===== config.mk =====
export PLATFORM = sky130hd
export DESIGN_NAME = hfds_source
export DESIGN_NICKNAME = d
export VERILOG_FILES = /design/src/core/hfds_pkg.sv /design/src/core/hfds_desc_rom.sv /design/src/core/hfds_source.sv
export SDC_FILE = /design/constraint.sdc
export NUM_CORES = 1
export LEC_CHECK = 0
export ABC_CLOCK_PERIOD_IN_PS = 8400
export BUFFER_PORTS_ARGS = -buffer_cell sky130_fd_sc_hd__buf_2
export CORE_MARGIN = 4
export CORE_UTILIZATION = 40
export CTS_CLUSTER_DIAMETER = 120
export DETAILED_ROUTE_END_ITERATION = 12
export GPL_TIMING_DRIVEN = 0
export PLACE_DENSITY = 0.71
export REMOVE_ABC_BUFFERS = 1
export SLEW_MARGIN = 20
export SYNTH_ARGS = -nofsm -noshare
export SYNTH_HDL_FRONTEND = slang
export SYNTH_SLANG_ARGS = --single-unit

===== constraint.sdc =====
create_clock -name clk_i -period 8.4 [get_ports clk_i]
set_input_delay 0.42 -clock clk_i [delete_from_list [all_inputs] [get_ports clk_i]]
set_output_delay 0.42 -clock clk_i [all_outputs]
set_load 0.02 [all_outputs]

===== src/core/hfds_pkg.sv =====
// constants, codes and carrier types of the hub full-speed descriptor source
package hfds_pkg;

    // ==========================================================
    // descriptor type codes
    localparam logic [7:0] HFDS_TYPE_DEVICE = 8'h01;
    localparam logic [7:0] HFDS_TYPE_IFACE = 8'h04;
    localparam logic [7:0] HFDS_TYPE_ENDPT = 8'h05;
    localparam logic [7:0] HFDS_TYPE_QUAL = 8'h06;

    // ==========================================================
    // descriptor lengths in bytes
    localparam logic [4:0] HFDS_LEN_DEVICE = 5'h12;
    localparam logic [4:0] HFDS_LEN_QUAL = 5'h0A;
    localparam logic [4:0] HFDS_LEN_IFACE = 5'h09;
    localparam logic [4:0] HFDS_LEN_ENDPT = 5'h07;

    // ==========================================================
    // field values
    localparam logic [15:0] HFDS_USB_REL = 16'h0200;
    localparam logic [7:0] HFDS_CLASS_HUB = 8'h09;
    localparam logic [7:0] HFDS_SUBCLASS = 8'h00;
    localparam logic [7:0] HFDS_PROTO_NONE = 8'h00;
    localparam logic [7:0] HFDS_PROTO_ONE_TT = 8'h01;
    localparam logic [7:0] HFDS_PROTO_PER_PORT = 8'h02;
    localparam logic [7:0] HFDS_MPS0 = 8'h40;
    localparam logic [7:0] HFDS_NUM_CFG = 8'h01;
    localparam logic [7:0] HFDS_RESERVED = 8'h00;
    localparam logic [7:0] HFDS_IF_NUM = 8'h00;
    localparam logic [7:0] HFDS_IF_ALT = 8'h00;
    localparam logic [7:0] HFDS_IF_NUM_EP = 8'h01;
    localparam logic [7:0] HFDS_STR_NONE = 8'h00;
    localparam logic [7:0] HFDS_STR_MANUF = 8'h01;
    localparam logic [7:0] HFDS_STR_PROD = 8'h02;
    localparam logic [7:0] HFDS_STR_SERIAL = 8'h03;
    localparam logic [7:0] HFDS_EP_ADDR = 8'h81;
    localparam logic [7:0] HFDS_EP_ATTR = 8'h03;
    localparam logic [15:0] HFDS_EP_MPS = 16'h0001;
    localparam logic [7:0] HFDS_EP_INTERVAL = 8'hFF;
    localparam logic [7:0] HFDS_BYTE_ZERO = 8'h00;

    // ==========================================================
    // field offsets
    localparam logic [4:0] HFDS_OFF_LEN = 5'h00;
    localparam logic [4:0] HFDS_OFF_TYPE = 5'h01;
    localparam logic [4:0] HFDS_OFF_REL_LO = 5'h02;
    localparam logic [4:0] HFDS_OFF_REL_HI = 5'h03;
    localparam logic [4:0] HFDS_OFF_CLASS = 5'h04;
    localparam logic [4:0] HFDS_OFF_SUBCLASS = 5'h05;
    localparam logic [4:0] HFDS_OFF_PROTO = 5'h06;
    localparam logic [4:0] HFDS_OFF_MPS0 = 5'h07;
    localparam logic [4:0] HFDS_OFF_VID_LO = 5'h08;
    localparam logic [4:0] HFDS_OFF_VID_HI = 5'h09;
    localparam logic [4:0] HFDS_OFF_PID_LO = 5'h0A;
    localparam logic [4:0] HFDS_OFF_PID_HI = 5'h0B;
    localparam logic [4:0] HFDS_OFF_DREL_LO = 5'h0C;
    localparam logic [4:0] HFDS_OFF_DREL_HI = 5'h0D;
    localparam logic [4:0] HFDS_OFF_MANUF = 5'h0E;
    localparam logic [4:0] HFDS_OFF_PROD = 5'h0F;
    localparam logic [4:0] HFDS_OFF_SERIAL = 5'h10;
    localparam logic [4:0] HFDS_OFF_DEV_NCFG = 5'h11;
    localparam logic [4:0] HFDS_OFF_QU_NCFG = 5'h08;
    localparam logic [4:0] HFDS_OFF_QU_RSV = 5'h09;
    localparam logic [4:0] HFDS_OFF_IF_NUM = 5'h02;
    localparam logic [4:0] HFDS_OFF_IF_ALT = 5'h03;
    localparam logic [4:0] HFDS_OFF_IF_NEP = 5'h04;
    localparam logic [4:0] HFDS_OFF_IF_CLASS = 5'h05;
    localparam logic [4:0] HFDS_OFF_IF_SUB = 5'h06;
    localparam logic [4:0] HFDS_OFF_IF_PROTO = 5'h07;
    localparam logic [4:0] HFDS_OFF_IF_STR = 5'h08;
    localparam logic [4:0] HFDS_OFF_EP_ADDR = 5'h02;
    localparam logic [4:0] HFDS_OFF_EP_ATTR = 5'h03;
    localparam logic [4:0] HFDS_OFF_EP_MPS_LO = 5'h04;
    localparam logic [4:0] HFDS_OFF_EP_MPS_HI = 5'h05;
    localparam logic [4:0] HFDS_OFF_EP_IVL = 5'h06;

    // ==========================================================
    // counter values
    localparam logic [4:0] HFDS_CNT_ZERO = 5'h00;
    localparam logic [4:0] HFDS_CNT_ONE = 5'h01;
    localparam logic [4:0] HFDS_CNT_TWO = 5'h02;

    // ==========================================================
    // types
    typedef enum logic [1:0] {
        HFDS_SEL_DEV = 2'h0,
        HFDS_SEL_IF = 2'h1,
        HFDS_SEL_EP = 2'h2,
        HFDS_SEL_QUAL = 2'h3
    } hfds_sel_t;

    typedef enum logic [1:0] {
        HFDS_ST_IDLE = 2'b01,
        HFDS_ST_SEND = 2'b10
    } hfds_state_t;

    typedef struct packed {
        logic [7:0] dtype;
        logic [15:0] max_len;
    } hfds_req_t;

    typedef struct packed {
        logic [15:0] vendor_id;
        logic [15:0] product_id;
        logic [15:0] device_rel;
        logic string_en;
        logic per_port_translator;
    } hfds_cfg_t;

    typedef struct packed {
        logic [7:0] data;
        logic last;
    } hfds_beat_t;

endpackage : hfds_pkg


===== src/core/hfds_desc_rom.sv =====
// byte lookup of the four served descriptors
`timescale 1ns/100ps
`default_nettype none
module hfds_desc_rom
    import hfds_pkg::*;
(
    input wire hfds_sel_t sel_i,
    input wire logic [4:0] off_i,
    input wire hfds_cfg_t cfg_i,
    output logic [7:0] data_o,
    output logic [4:0] len_o
);

    // ==========================================================
    // string indices
    logic [7:0] str_manuf;
    logic [7:0] str_prod;
    logic [7:0] str_serial;

    assign str_manuf = cfg_i.string_en ? HFDS_STR_MANUF : HFDS_STR_NONE;
    assign str_prod = cfg_i.string_en ? HFDS_STR_PROD : HFDS_STR_NONE;
    assign str_serial = cfg_i.string_en ? HFDS_STR_SERIAL : HFDS_STR_NONE;

    // ==========================================================
    // lookup; offsets past the end read zero, the caller never reaches them
    always_comb begin
        data_o = HFDS_BYTE_ZERO;
        len_o = HFDS_LEN_DEVICE;
        unique case (sel_i)
            HFDS_SEL_DEV: begin
                len_o = HFDS_LEN_DEVICE;
                case (off_i)
                    HFDS_OFF_LEN: data_o = {3'h0, HFDS_LEN_DEVICE};
                    HFDS_OFF_TYPE: data_o = HFDS_TYPE_DEVICE;
                    HFDS_OFF_REL_LO: data_o = HFDS_USB_REL[7:0];
                    HFDS_OFF_REL_HI: data_o = HFDS_USB_REL[15:8];
                    HFDS_OFF_CLASS: data_o = HFDS_CLASS_HUB;
                    HFDS_OFF_SUBCLASS: data_o = HFDS_SUBCLASS;
                    HFDS_OFF_PROTO: data_o = HFDS_PROTO_NONE;
                    HFDS_OFF_MPS0: data_o = HFDS_MPS0;
                    HFDS_OFF_VID_LO: data_o = cfg_i.vendor_id[7:0];
                    HFDS_OFF_VID_HI: data_o = cfg_i.vendor_id[15:8];
                    HFDS_OFF_PID_LO: data_o = cfg_i.product_id[7:0];
                    HFDS_OFF_PID_HI: data_o = cfg_i.product_id[15:8];
                    HFDS_OFF_DREL_LO: data_o = cfg_i.device_rel[7:0];
                    HFDS_OFF_DREL_HI: data_o = cfg_i.device_rel[15:8];
                    HFDS_OFF_MANUF: data_o = str_manuf;
                    HFDS_OFF_PROD: data_o = str_prod;
                    HFDS_OFF_SERIAL: data_o = str_serial;
                    HFDS_OFF_DEV_NCFG: data_o = HFDS_NUM_CFG;
                    default: data_o = HFDS_BYTE_ZERO;
                endcase
            end
            HFDS_SEL_QUAL: begin
                len_o = HFDS_LEN_QUAL;
                case (off_i)
                    HFDS_OFF_LEN: data_o = {3'h0, HFDS_LEN_QUAL};
                    HFDS_OFF_TYPE: data_o = HFDS_TYPE_QUAL;
                    HFDS_OFF_REL_LO: data_o = HFDS_USB_REL[7:0];
                    HFDS_OFF_REL_HI: data_o = HFDS_USB_REL[15:8];
                    HFDS_OFF_CLASS: data_o = HFDS_CLASS_HUB;
                    HFDS_OFF_SUBCLASS: data_o = HFDS_SUBCLASS;
                    HFDS_OFF_PROTO: data_o = cfg_i.per_port_translator ?
                        HFDS_PROTO_PER_PORT : HFDS_PROTO_ONE_TT;
                    HFDS_OFF_MPS0: data_o = HFDS_MPS0;
                    HFDS_OFF_QU_NCFG: data_o = HFDS_NUM_CFG;
                    HFDS_OFF_QU_RSV: data_o = HFDS_RESERVED;
                    default: data_o = HFDS_BYTE_ZERO;
                endcase
            end
            HFDS_SEL_IF: begin
                len_o = HFDS_LEN_IFACE;
                case (off_i)
                    HFDS_OFF_LEN: data_o = {3'h0, HFDS_LEN_IFACE};
                    HFDS_OFF_TYPE: data_o = HFDS_TYPE_IFACE;
                    HFDS_OFF_IF_NUM: data_o = HFDS_IF_NUM;
                    HFDS_OFF_IF_ALT: data_o = HFDS_IF_ALT;
                    HFDS_OFF_IF_NEP: data_o = HFDS_IF_NUM_EP;
                    HFDS_OFF_IF_CLASS: data_o = HFDS_CLASS_HUB;
                    HFDS_OFF_IF_SUB: data_o = HFDS_SUBCLASS;
                    HFDS_OFF_IF_PROTO: data_o = HFDS_PROTO_NONE;
                    HFDS_OFF_IF_STR: data_o = HFDS_STR_NONE;
                    default: data_o = HFDS_BYTE_ZERO;
                endcase
            end
            HFDS_SEL_EP: begin
                len_o = HFDS_LEN_ENDPT;
                case (off_i)
                    HFDS_OFF_LEN: data_o = {3'h0, HFDS_LEN_ENDPT};
                    HFDS_OFF_TYPE: data_o = HFDS_TYPE_ENDPT;
                    HFDS_OFF_EP_ADDR: data_o = HFDS_EP_ADDR;
                    HFDS_OFF_EP_ATTR: data_o = HFDS_EP_ATTR;
                    HFDS_OFF_EP_MPS_LO: data_o = HFDS_EP_MPS[7:0];
                    HFDS_OFF_EP_MPS_HI: data_o = HFDS_EP_MPS[15:8];
                    HFDS_OFF_EP_IVL: data_o = HFDS_EP_INTERVAL;
                    default: data_o = HFDS_BYTE_ZERO;
                endcase
            end
        endcase
    end

endmodule : hfds_desc_rom
`default_nettype wire


===== src/core/hfds_source.sv =====
// streaming descriptor source of the hub function at full speed
`timescale 1ns/100ps
`default_nettype none
module hfds_source
    import hfds_pkg::*;
(
    input wire logic clk_i,
    input wire logic rst_i,
    input wire logic req_valid_i,
    input wire hfds_req_t req_i,
    output logic req_ready_o,
    output logic req_err_o,
    input wire hfds_cfg_t cfg_i,
    output logic byte_valid_o,
    output hfds_beat_t beat_o,
    input wire logic byte_ready_i
);

    // ==========================================================
    // request decode
    hfds_sel_t req_sel;
    logic req_known;
    logic [4:0] req_n;
    hfds_sel_t fetch_sel;
    logic [4:0] fetch_off;
    logic [7:0] rom_data;
    logic [4:0] rom_len;

    // only the full-speed view of the hub is held here
    always_comb begin
        req_sel = HFDS_SEL_DEV;
        req_known = 1'b1;
        unique case (req_i.dtype)
            HFDS_TYPE_DEVICE: req_sel = HFDS_SEL_DEV;
            HFDS_TYPE_QUAL: req_sel = HFDS_SEL_QUAL;
            HFDS_TYPE_IFACE: req_sel = HFDS_SEL_IF;
            HFDS_TYPE_ENDPT: req_sel = HFDS_SEL_EP;
            default: req_known = 1'b0;
        endcase
    end

    // a host asking for fewer bytes than the descriptor holds gets a prefix
    assign req_n = (req_i.max_len < {11'h000, rom_len}) ? req_i.max_len[4:0] : rom_len;

    hfds_desc_rom u_rom (
        .sel_i(fetch_sel),
        .off_i(fetch_off),
        .cfg_i(cfg_i),
        .data_o(rom_data),
        .len_o(rom_len)
    );

    // ==========================================================
    // stream state
    hfds_state_t state_q;
    hfds_state_t state_d;
    hfds_sel_t sel_q;
    hfds_sel_t sel_d;
    logic [4:0] off_q;
    logic [4:0] off_d;
    logic [4:0] remain_q;
    logic [4:0] remain_d;
    hfds_beat_t beat_q;
    hfds_beat_t beat_d;
    logic valid_q;
    logic valid_d;
    logic err_q;
    logic err_d;

    always_comb begin
        state_d = state_q;
        sel_d = sel_q;
        off_d = off_q;
        remain_d = remain_q;
        beat_d = beat_q;
        valid_d = valid_q;
        err_d = 1'b0;
        fetch_sel = sel_q;
        fetch_off = off_q + HFDS_CNT_ONE;
        unique case (state_q)
            HFDS_ST_IDLE: begin
                fetch_sel = req_sel;
                fetch_off = HFDS_OFF_LEN;
                if (req_valid_i) begin
                    if (!req_known) begin
                        err_d = 1'b1;
                    end else if (req_n != HFDS_CNT_ZERO) begin
                        sel_d = req_sel;
                        off_d = HFDS_OFF_LEN;
                        remain_d = req_n;
                        beat_d.data = rom_data;
                        beat_d.last = (req_n == HFDS_CNT_ONE);
                        valid_d = 1'b1;
                        state_d = HFDS_ST_SEND;
                    end
                end
            end
            HFDS_ST_SEND: begin
                if (byte_ready_i) begin
                    if (beat_q.last) begin
                        valid_d = 1'b0;
                        state_d = HFDS_ST_IDLE;
                    end else begin
                        off_d = off_q + HFDS_CNT_ONE;
                        remain_d = remain_q - HFDS_CNT_ONE;
                        beat_d.data = rom_data;
                        beat_d.last = (remain_q == HFDS_CNT_TWO);
                    end
                end
            end
        endcase
    end

    always_ff @(posedge clk_i or posedge rst_i) begin
        if (rst_i) begin
            state_q <= HFDS_ST_IDLE;
            sel_q <= HFDS_SEL_DEV;
            off_q <= HFDS_CNT_ZERO;
            remain_q <= HFDS_CNT_ZERO;
            beat_q <= '0;
            valid_q <= 1'b0;
            err_q <= 1'b0;
        end else begin
            state_q <= state_d;
            sel_q <= sel_d;
            off_q <= off_d;
            remain_q <= remain_d;
            beat_q <= beat_d;
            valid_q <= valid_d;
            err_q <= err_d;
        end
    end

    // ==========================================================
    // outputs
    assign req_ready_o = (state_q == HFDS_ST_IDLE);
    assign req_err_o = err_q;
    assign byte_valid_o = valid_q;
    assign beat_o = beat_q;

    logic beat_now;
    assign beat_now = valid_q;
endmodule : hfds_source
`default_nettype wire


=== Word-level counts from Yosys, hierarchy flattened ===
Memories as Yosys holds them, arrays and structs flattened.
Index checks and enable logic that the tools add are counted.

* Memory bits (read-only): 48
* Word-level logic and storage cells: 102
* Register bits: 25
* Memories: 1

* Reduce and logical (&&, ||, !) cells: 9
* Equal/unequal tests: 33
* Mux-type cells: 48
* Add/subtract/negate cells: 2
* Magnitude comparators: 1

{| class="wikitable"
|+ Memory list
! name !! depth !! bits a word !! read ports !! clocked after Yosys merged registers in !! wr ports !! line !! text
|-
| (name not given) || 16 || 3 || 1 || 0 || 0 || hfds_desc_rom.sv:73 || <nowiki>case (off_i)</nowiki>
|}

{| class="wikitable"
|+ Operator list
! cell !! count
|-
| $pmux W8 S14 || 1
|-
| $mux W5 || 12
|-
| $pmux W8 S7 || 1
|-
| $pmux W8 S6 || 1
|-
| $mux W9 || 5
|-
| $eq A5 B4 Y1 const B || 8
|-
| $pmux W8 S4 || 1
|-
| $eq A8 B3 Y1 const B || 3
|-
| $pmux W5 S2 || 2
|-
| $pmux W5 S4 || 1
|-
| $mux W2 || 9
|-
| $pmux W9 S2 || 1
|-
| $lt A16 B5 Y1 || 1
|-
| $eq A5 B2 Y1 const B || 3
|-
| $eq A5 B3 Y1 const B || 3
|-
| $eq A5 B1 Y1 const B || 2
|-
| $eq A5 B5 Y1 const B || 2
|-
| $mux W1 || 10
|-
| $reduce_and A5 Y1 || 2
|-
| $eq A8 B1 Y1 const B || 1
|-
| $mux W8 || 1
|-
| $ne A2 B2 Y1 const B || 4
|-
| $reduce_and A4 Y1 || 2
|-
| $eq A2 B2 Y1 const B || 3
|-
| 12 further kinds || 14
|}

=== Logic depth before layout (Yosys ltp) ===
Gate-level depths: netlist of run 1.

* Depth after elaboration: 12
* Depth in mapped cells: 17
* Gate-level depth less buffers: 15

=== Hierarchy ===
A second synthesis of run 1 with hierarchy kept.

* Cell total of the unflattened synthesis: 318
* Area total of the unflattened synthesis: 2601.2 sq um

{| class="wikitable"
|+ By module, submodules not included
! module !! area an instance (sq um) !! times used !! cells an instance
|-
| hfds_source || 1534.0 || 1 || 163
|-
| hfds_desc_rom || 1067.3 || 1 || 155
|}

=== Worst setup path after synthesis of run 1 ===
OpenSTA, ideal clock, no wires.

* Path kind: in2reg
* Start: input port req_i[21] in the netlist's numbering
* End: register beat_q (netlist bit beat_o[8])
* Arrival time: 3.418 ns
* Path slack: 4.857 ns
* Stages on the path: 15
* Setup time: 0.125 ns
* Required time: 8.275 ns
* Cell sequence: or4_4 > nor2_1 > nand3b_1 > o21a_1 > inv_1 > ha_1 > nor2_1 > ha_1 > a2111o_1 > a31oi_1 > a31o_2 > or2_1 > buf_6 > buf_6 > mux2_2

* Longest elaborated chain between the ends: 10
* Elaborated cells on any way between the ends: 26

{| class="wikitable"
|+ Ends and longest elaborated chain
! what !! line !! text
|-
| from (decl) || hfds_source.sv:10 || <nowiki>input wire hfds_req_t req_i,</nowiki>
|-
| $eq A8 B3 Y1 || hfds_source.sv:33 || <nowiki>unique case (req_i.dtype)</nowiki>
|-
| $pmux W2 S3 || hfds_source.sv:33 ||
|-
| $mux W2 || hfds_source.sv:80 || <nowiki>unique case (state_q)</nowiki>
|-
| $eq A2 B2 Y1 (tied with other cells) || hfds_desc_rom.sv:29 || <nowiki>unique case (sel_i)</nowiki>
|-
| $pmux W5 S4 || hfds_desc_rom.sv:29 ||
|-
| $lt A16 B5 Y1 || hfds_source.sv:43 || <nowiki>assign req_n = (req_i.max_len < {11'h000, rom_len}) ? req_i.max_len[4:0] : rom_len;</nowiki>
|-
| $mux W5 || hfds_source.sv:43 ||
|-
| $reduce_bool A5 Y1 || hfds_source.sv:87 || <nowiki>end else if (req_n != HFDS_CNT_ZERO) begin</nowiki>
|-
| $ne A2 B1 Y1 (no line) || -- ||
|-
| $reduce_and A5 Y1 (no line) || -- ||
|-
| to (signal assigned) || hfds_source.sv:128 || <nowiki>beat_q <= beat_d;</nowiki>
|-
| to (decl) || hfds_source.sv:63 || <nowiki>hfds_beat_t beat_q;</nowiki>
|}

Several ways; a longest one is shown, not always the timed one. The select of a mux whose other input is x is not followed.
A chain may end at the register's enable or synchronous reset.

=== Worst setup path after layout of run 1 ===
* Start: register state_q[0]
* End: register beat_q (netlist bit beat_o[5])

* Longest elaborated chain between the ends: 10
* Elaborated cells on any way between the ends: 45

{| class="wikitable"
|+ Ends and longest elaborated chain
! what !! line !! text
|-
| from (decl) || hfds_source.sv:55 || <nowiki>hfds_state_t state_q;</nowiki>
|-
| from (signal assigned) || hfds_source.sv:124 || <nowiki>state_q <= state_d;</nowiki>
|-
| parallel branches: the longest is 10 deep, another holds $lt A16 B5 Y1 || -- ||
|}

Parallel ways; which one is timed is not known. The select of a mux whose other input is x is not followed.

==> results.tsv, run 1 <==
metric	value	unit
via density per instance	5.947	
Mapped Cells	345	
global-route wire length before repair	12450	um
CTS Buf Count	3	
RSZ-0062 raised after global routing	no	
status	complete, no violations	
Die W	89.17	um
Seq/Total Area, Yosys	0.2284	
GRT Overall Usage	0.1951	
PortBufs	89	
post-DR wirelength/cell	16.35	um
Clk pwr share	0.099	
Logic pwr share	0.639	
antenna violations before repair	0	
Setup Skew	0.004227	ns
synth warn	0	
Met2 Wirelength	3542	um
top layer in use	met4	
P_sw	398.1	uW
Worst-Margin Slew	0.9469	ns
area growth from synthesis to layout	18.04	%
io pins	90	
global route overflow	0	
share of cells above drive strength 1	0.2718	
Worst setup EP type	register	
synthesized area per cell	7.638	um2
top cells by count, synth	28 x nor2_1, 27 x o21ai_0, 26 x a21oi_1, 26 x nand2_1, 23 x dfrtp_1	
Die Height	89.17	um
Seq pwr share	0.262	
Sw Ratio	0.4958	
H-tree Lvls	1	
Period Utilization, post-route	0.5481	
Placeable Area	6386	um2
Synth Cell Area	2635	um2
Inserted Diodes	0	
WL met1	3510	um
Post-CTS Setup Bufs	0	
CTS Root Cell	clkbuf_8	
post-synth top area cell	dfrtp_1	
ys flop type	dfrtp_1	
P_leak	1.398	nW
via count	2908	
Routability Congestion	0.9525	
die area	7950	um2
most frequent cell after synthesis	nor2_1	
endpoints failing setup	0	
largest net degree at the start of global routing	34	
row count	29	
required time of the critical path	8.56	ns
synthesis-stage register bit count	24	
Clock Sinks	24	
Clock Tree Buf Depth	2	
hold-fix buffers at CTS	0	
final WL	7995	um
number of synthesized flops with an enable pin	0	
largest cells by area after synthesis	dfrtp_1 22%, ha_1 5.7%, o21ai_0 5.1%, a21oi_1 4.9%, nor2_1 4.0%	
worst setup path category	reg -> reg	
headroom to the max-slew limit	0.3680	
CTS tree	done	
clock latency on the worst-skew pair	0.27	ns
min-delay worst type	in -> async	
Critical Path Fanout Max	33	
Layout Nets	503	
1st-iter DRT viols	239	
Hold Vio Cnt, Final	0	
initial core utilization	0.4126	
PD cells	258.2	nW/um2
post-CTS resize count	0	
number of remaining DRC errors	0	
Fmax	217.2	MHz
Synth cell types	66	
routed wl met3	744	um
Data arrival, critical path	4.76	ns
Core Util, Final	0.4871	
r2r setup slk	3.80	ns
Final min period	4.604	ns
startpoint types	register	
vias in the first global route	2663	
cell-internal power	404.9	uW
Fill cells	638	
number of max-cap violations	0	
setup TNS	0	ns
post-route ant nets	0	
Pre-antenna DRT Iters	5	
VDD IR max	0.1806	mV
post-DP HPWL	6164	um
top-area cell type share of the netlist area	0.2184	
fin. max-slew vios	0	
Async SR Flop Fraction	1.000	
Clock transition at path regs	0.09	ns
[registers in the layout, summed over array words and instances, names as in the netlist]
register and cells:
beat_o 9, off_q 5, remain_q 5, req_err_o 1, sel_q 2, state_q 2
[stage by stage]
step / cells / total power [mW] / cell area [um2] / hold WS (ns) / setup WS, ns
floorplan: 319 / 0.5804 / 2514 / 0.4339 / 4.009
global placement: 485 / 0.7077 / 3055 / 0.4630 / 3.286
detailed placement: 485 / 0.7158 / 3055 / 0.4796 / 3.200
CTS: 489 / 0.7987 / 3110 / 0.3704 / 3.473
global route: 489 / 0.8789 / 3110 / 0.3788 / 3.428
finish: 489 / 0.8031 / 3110 / 0.3515 / 3.796
[cells by family after synthesis]
family                   Yosys count  share of synthesized area
AO/OA/AOI/OAI                    136                     0.3713
XOR/XNOR                           8                    0.02659
adder cells (fa/ha/maj)           12                    0.05698
buffers and inverters             41                    0.06742
flip-flops                        24                     0.2284
multiplexers                       3                    0.01282
AND/OR/NAND/NOR                  121                     0.2365
[layout by cell type (no fill, tap or decap), types with 8 or more instances in the layout]
master / synthesis / layout
ha_1: 12 / 12
a22oi_1: 8 / 8
nand3_1: 12 / 12
o21ai_0: 27 / 27
buf_2: 7 / 89
inv_1: 14 / 14
nand2b_1: 10 / 10
a21oi_1: 26 / 26
nor3_1: 10 / 10
nor2_1: 28 / 28
a22o_1: 9 / 9
nand2_1: 26 / 26
dfrtp_1: 23 / 23
[routing by layer]
layer	track usage	up-vias
li1	-	1448
met1	0.2555	1310
met2	0.3255	133
met3	0.03318	17
met4	0.06495	0
met5	0	-
[final timing paths]
path | start | endpoint | depth (start not counted)
setup / recovery | state_q[0] | beat_o[5] | 13
max in group asynchronous | rst_i | off_q[2] | 2
min in group clk_i | req_valid_i | req_err_o | 3
setup reg to reg | state_q[0] | beat_o[5] | 13
hold reg to reg | sel_q[1] | sel_q[1] | 2
hold / removal | rst_i | remain_q[4] | 2
[layout make-up]
class                   instances  area (um2)  area share
clock buffers                   4       55.05     0.01770
repair buffers                 89       445.4      0.1432
multi-input cells             280        1856      0.5965
flip-flops and latches         24       601.8      0.1935
inverters                      15       56.30     0.01810
well taps                      77       96.34     0.03097
[power groups by stage]
| stage | clock network (mW) | registers, mW | logic, mW |
|---|---|---|---|
| 2_1_floorplan | 0 | 0.216 | 0.365 |
| 3_3_place_gp | 0 | 0.209 | 0.499 |
| 3_5_place_dp | 0 | 0.211 | 0.505 |
| 4_1_cts | 0.0813 | 0.209 | 0.509 |
| 5_1_grt | 0.0861 | 0.218 | 0.575 |
| 6_report | 0.0796 | 0.210 | 0.513 |
[worst max-delay path: stages (launching register included)]
cell and delay [ns]:
dfstp_2 0.54, nand2b_1 0.25, nand2_1 0.16, o21a_1 0.20
ha_1 0.40, inv_1 0.23, ha_1 0.23, nor4_1 0.28
nand3_1 0.11, a31oi_1 0.70, a31o_2 0.34, or2_2 0.55
nor2_1 0.14, a221o_1 0.35
Note: power is estimated with default switching activity, not from simulation.
==> inputs of run 2 (changes only) <==
Settings changed: ABC_AREA from default to 1, ABC_CLOCK_PERIOD_IN_PS 8400 to 4150, PLACE_DENSITY 0.71 to 0.73.
Clock period 8.4 ns to 4.15 ns, I/O delays scaled along.
==> results.tsv, run 2 <==
metric	value	unit
Critical Path Fanout Max	22	
compound-gate portion of the synthesized area	0.07559	
required time of the critical path	4.37	ns
synth warn	0	
Crit path top cell by count	nand2_1	
post-synth top area cell	dfrtp_1	
row count	29	
number of remaining DRC errors	0	
largest net degree at the start of global routing	25	
CTS tree	done	
post-synthesis mux area share	0	
largest family of logic cells by synthesized area	simple AND/OR/NAND/NOR gates	
PortBufs	89	
CTS Root Cell	clkbuf_8	
XOR/XNOR share of the synthesized area	0.003266	
critical path's largest stage delay	0.57	ns
synthesis-stage register bit count	24	
endpoints failing setup	0	
die area	8078	um2
Post-CTS Setup Bufs	0	
post-route ant nets	0	
top-area cell type share of the netlist area	0.2147	
commonest non-fill, non-tap cells in the layout	145 x nand2_1, 89 x buf_2, 61 x nand3_1	
Routability Congestion	0.9004	
Final min period	3.691	ns
hold-fix buffers at CTS	0	
Fmax	271.0	MHz
worst setup path category	reg -> reg	
setup TNS	0	ns
Synth Area in Simple Gates	0.5343	
Critical path buffers and inverters	3	
Period Utilization, post-route	0.8893	
Die W	89.88	um
most frequent cell after synthesis	nand2_1	
Synth Area in Adders	0.05600	
Power Total	1.709	mW
ys flop type	dfrtp_1	
number of synthesized flops with an enable pin	0	
Placeable Area	6422	um2
post-CTS resize count	0	
via density per instance	5.212	
synthesized area per cell	6.192	um2
CTS Buf Count	3	
RSZ-0062 raised after global routing	no	
Largest register FFs	9	
CP delay by family, top	simple AND/OR/NAND/NOR gates	
CP Cell Sequence	nand2_4 -> inv_2 -> nor2_1 -> a21oi_1 -> ha_1 -> inv_1 -> ha_1 -> nor2_1 -> nand4_1 -> nor2_4 -> nand2_4 -> nand2_1 -> nand2_1 -> inv_1 -> nand2_2 -> o21bai_4 -> nand2_4 -> nand2_8 -> nand2_1 -> nand2_1	
startpoint types	register	
post-DR wirelength/cell	12.82	um
global route overflow	0	
GRT Overall Usage	0.1853	
Clock Tree Buf Depth	2	
Setup Skew	0.003174	ns
Crit-path slowest cell	dfstp_2	
Mapped Cells	433	
PD cells	532.2	nW/um2
post-DP HPWL	6212	um
global-route wire length before repair	12880	um
Seq/Total Area, Yosys	0.2245	
antenna violations before repair	0	
Layout Nets	607	
P_leak	1.794	nW
H-tree Lvls	1	
Clock transition at path regs	0.09	ns
VDD IR max	0.3294	mV
largest cells by area after synthesis	dfrtp_1 21%, nand2_1 20%, nand3_1 11%, inv_1 6.6%, nor2_1 6.2%	
final WL	7602	um
Die Height	89.88	um
initial core utilization	0.4175	
Hold Vio Cnt, Final	0	
via count	3091	
headroom to the max-slew limit	0.3850	
Synth cell types	36	
1st-iter DRT viols	218	
Worst setup EP type	register	
Clock Sinks	24	
Worst-Margin Slew	0.9214	ns
min-delay worst type	in -> async	
commonest non-fill, non-tap cell in the layout	nand2_1	
share of cells above drive strength 1	0.2539	
Async SR Flop Fraction	1.000	
status	complete, no violations	
Inserted Diodes	0	
clock latency on the worst-skew pair	0.27	ns
Data arrival, critical path	3.91	ns
Pre-antenna DRT Iters	5	
io pins	90	
Synth Cell Area	2681	um2
top cells by count, synth	145 x nand2_1, 61 x nand3_1, 47 x inv_1	
vias in the first global route	2930	
number of max-cap violations	0	
area growth from synthesis to layout	19.79	%
fin. max-slew vios	0	
run 2: kinds of logic (layout without fill, tap and decap cells):
kind of cell / Yosys count / after routing
AOI/OAI and AO/OA: 32 / 32
and+or+nand+nor: 300 / 300
adders and majority gates: 12 / 12
xor gates and xnor gates: 1 / 1
DFF: 24 / 24
buffers and inverters: 64 / 147
run 2: worst paths after layout:
kind                        startpoint     endpoint  slack (ns)  cells after the start
hold reg to reg              beat_o[1]    beat_o[1]        0.48                      2
max in group asynchronous        rst_i  remain_q[3]        3.46                      2
setup / recovery            state_q[0]    beat_o[6]        0.46                     20
min in group clk_i         req_valid_i    req_err_o        0.20                      3
hold / removal                   rst_i    beat_o[7]        0.12                      2
setup reg to reg            state_q[0]    beat_o[6]        0.46                     20
run 2: layout make-up:
cell class,count,area [um2]
Clock buffer,3,41.29
Clock inverter,1,30.03
Fill cell,660,3211
Inverter,54,202.7
Multi-Input combinational cell,345,1794
Sequential cell,24,601.8
Tap cell,77,96.34
Timing Repair Buffer,89,445.4
run 2: report_power, final:
group	internal, mW	switching, mW
Combinational	0.376	0.755
Sequential	0.303	0.0671
Clock	0.129	0.0799
Total	0.808	0.902
run 2: per-stage QoR:
| stage | utilization | hold slack (ns) | cell area [um2] | worst slack (ns) | std cells |
|---|---|---|---|---|---|
| 2_1_floorplan | - | 0.2214 | 2599 | 1.037 | 423 |
| 3_3_place_gp | 0.4890 | 0.4466 | 3141 | 0.5477 | 589 |
| 3_5_place_dp | 0.4890 | 0.4561 | 3141 | 0.5012 | 589 |
| 4_1_cts | 0.5001 | 0.1576 | 3212 | 0.4567 | 593 |
| 5_1_grt | 0.5001 | 0.1967 | 3212 | 0.06828 | 593 |
| 6_report | 0.5001 | 0.1192 | 3212 | 0.4593 | 593 |
run 2: per-layer routing:
metal | share of wire | routed length, um | track usage
met5 | 0 | 0 | 0
met4 | 0.0097 | 74 | 0.03444
met3 | 0.054 | 410 | 0.02337
met2 | 0.53 | 4054 | 0.3477
met1 | 0.40 | 3062 | 0.2279
==> inputs of run 3 (changes only) <==
Settings changed: ABC_CLOCK_PERIOD_IN_PS 4150 to 4000, PLACE_DENSITY 0.73 to 0.71, REMOVE_ABC_BUFFERS 1 to default.
Clock period 4.15 ns to 4 ns, I/O delays scaled along.
==> results.tsv, run 3 (same netlist as run 2, synthesis figures left out) <==
metric	value	unit
status	complete, no violations	
endpoints failing setup	0	
final WL	7726	um
CTS Root Cell	clkbuf_8	
1st-iter DRT viols	184	
Clock Sinks	24	
Critical Path Fanout Max	10	
Sw Ratio	0.5180	
CP Cell Sequence	nand2_4 -> inv_2 -> nor2_1 -> a21oi_1 -> inv_1 -> ha_1 -> nor2_1 -> ha_1 -> a21oi_1 -> nand2_1 -> nand2_2 -> nand2_4 -> o21ai_2 -> nand2_2 -> o21bai_4 -> nand2_4 -> buf_2 -> nand3_1 -> nand2_1	
Die Height	89.88	um
headroom to the max-slew limit	0.3741	
commonest non-fill, non-tap cells in the layout	145 x nand2_1, 92 x buf_2, 61 x nand3_1	
CP delay by family, top	simple AND/OR/NAND/NOR gates	
Fmax	274.5	MHz
Place WS	0.4099	ns
Post-CTS Setup Bufs	0	
Period Utilization, post-route	0.9106	
vias in the first global route	2873	
P_sw	957.9	uW
RSZ-0062 raised after global routing	no	
startpoint types	register	
io pins	90	
Final min period	3.643	ns
PortBufs	89	
Pre-antenna DRT Iters	5	
Worst setup EP type	register	
area growth from synthesis to layout	22.87	%
die area	8078	um2
Placeable Area	6422	um2
hold-fix buffers at CTS	0	
Layout Nets	617	
share of cells above drive strength 1	0.2662	
required time of the critical path	4.17	ns
post-route ant nets	0	
via count	3081	
non-filler cells, final	603	
setup TNS	0	ns
Hold Vio Cnt, Final	0	
row count	29	
global route overflow	0	
initial core utilization	0.4175	
GRT Overall Usage	0.1888	
VDD IR max	0.3849	mV
worst setup margin	0.3575	ns
Die W	89.88	um
Placed Cells	599	
cell-internal power	891.2	uW
CTS Buf Count	3	
worst setup path category	reg -> reg	
number of remaining DRC errors	0	
fin. max-slew vios	0	
antenna violations before repair	0	
Clock Tree Buf Depth	2	
post-CTS resize count	0	
Clk pwr share	0.118	
Crit-path slowest cell	dfstp_2	
Setup Skew	0.004494	ns
min-delay worst type	in -> async	
syn nets	523	
H-tree Lvls	1	
largest net degree at the start of global routing	25	
P_leak	1.843	nW
Routability Congestion	0.8825	
Critical path buffers and inverters	3	
Worst-Margin Slew	0.9379	ns
Inserted Diodes	0	
PD cells	561.3	nW/um2
critical path's largest stage delay	0.57	ns
Largest register FFs	9	
Data arrival, critical path	3.81	ns
global-route wire length before repair	12970	um
via density per instance	5.109	
Clock transition at path regs	0.09	ns
Crit path top cell by count	nand2_4	
Logic pwr share	0.676	
post-DR wirelength/cell	12.81	um
CTS tree	done	
commonest non-fill, non-tap cell in the layout	nand2_1	
post-DP HPWL	6358	um
clock latency on the worst-skew pair	0.27	ns
Seq pwr share	0.205	
number of max-cap violations	0	
==> run 3: layout make-up <==
cell class                 instances  area, um2
multi-input combinational        345       1794
tap                               77      96.34
clock buffer                       3      41.29
buffer                            10      82.58
timing repair buffer              89      445.4
fill                             683       3128
sequential                        24      601.8
inverter                          54      202.7
clock inverter                     1      30.03
==> run 3: layer usage <==
metal	global-route usage	up-vias	wire (um)
li1	-	1576	-
met5	0	-	0
met4	0.02806	0	57
met2	0.3390	85	3936
met3	0.03339	6	424
met1	0.2415	1414	3307
==> run 3: through the flow <==
step                instance area (um2)  total power [mW]  hold WS (ns)    util
finish                             3294             1.849        0.1210  0.5130
global route                       3294             2.022        0.1949  0.5130
CTS                                3294             1.850        0.1529  0.5130
detailed placement                 3223             1.624        0.4543  0.5019
global placement                   3223             1.604        0.4490  0.5019
floorplan                          2681             1.332        0.2139       -
==> run 3: final timing paths <==
kind / to / startpoint / slack [ns] / depth (start not counted)
max: remain_q[4] / state_q[0] / 0.36 / 19
min: off_q[2] / rst_i / 0.12 / 2
max in group asynchronous: sel_q[0] / rst_i / 3.31 / 2
max reg2reg: remain_q[4] / state_q[0] / 0.36 / 19
min in group clk_i: req_err_o / req_valid_i / 0.18 / 3
min reg2reg: beat_o[3] / beat_o[3] / 0.47 / 2
==> run 3: power by group through the flow <==
stage	Clock [mW]	Sequential, mW	Combinational, mW
6_report	0.219	0.379	1.25
5_1_grt	0.233	0.389	1.40
4_1_cts	0.223	0.378	1.25
3_5_place_dp	0	0.383	1.24
3_3_place_gp	0	0.381	1.22
2_1_floorplan	0	0.397	0.935
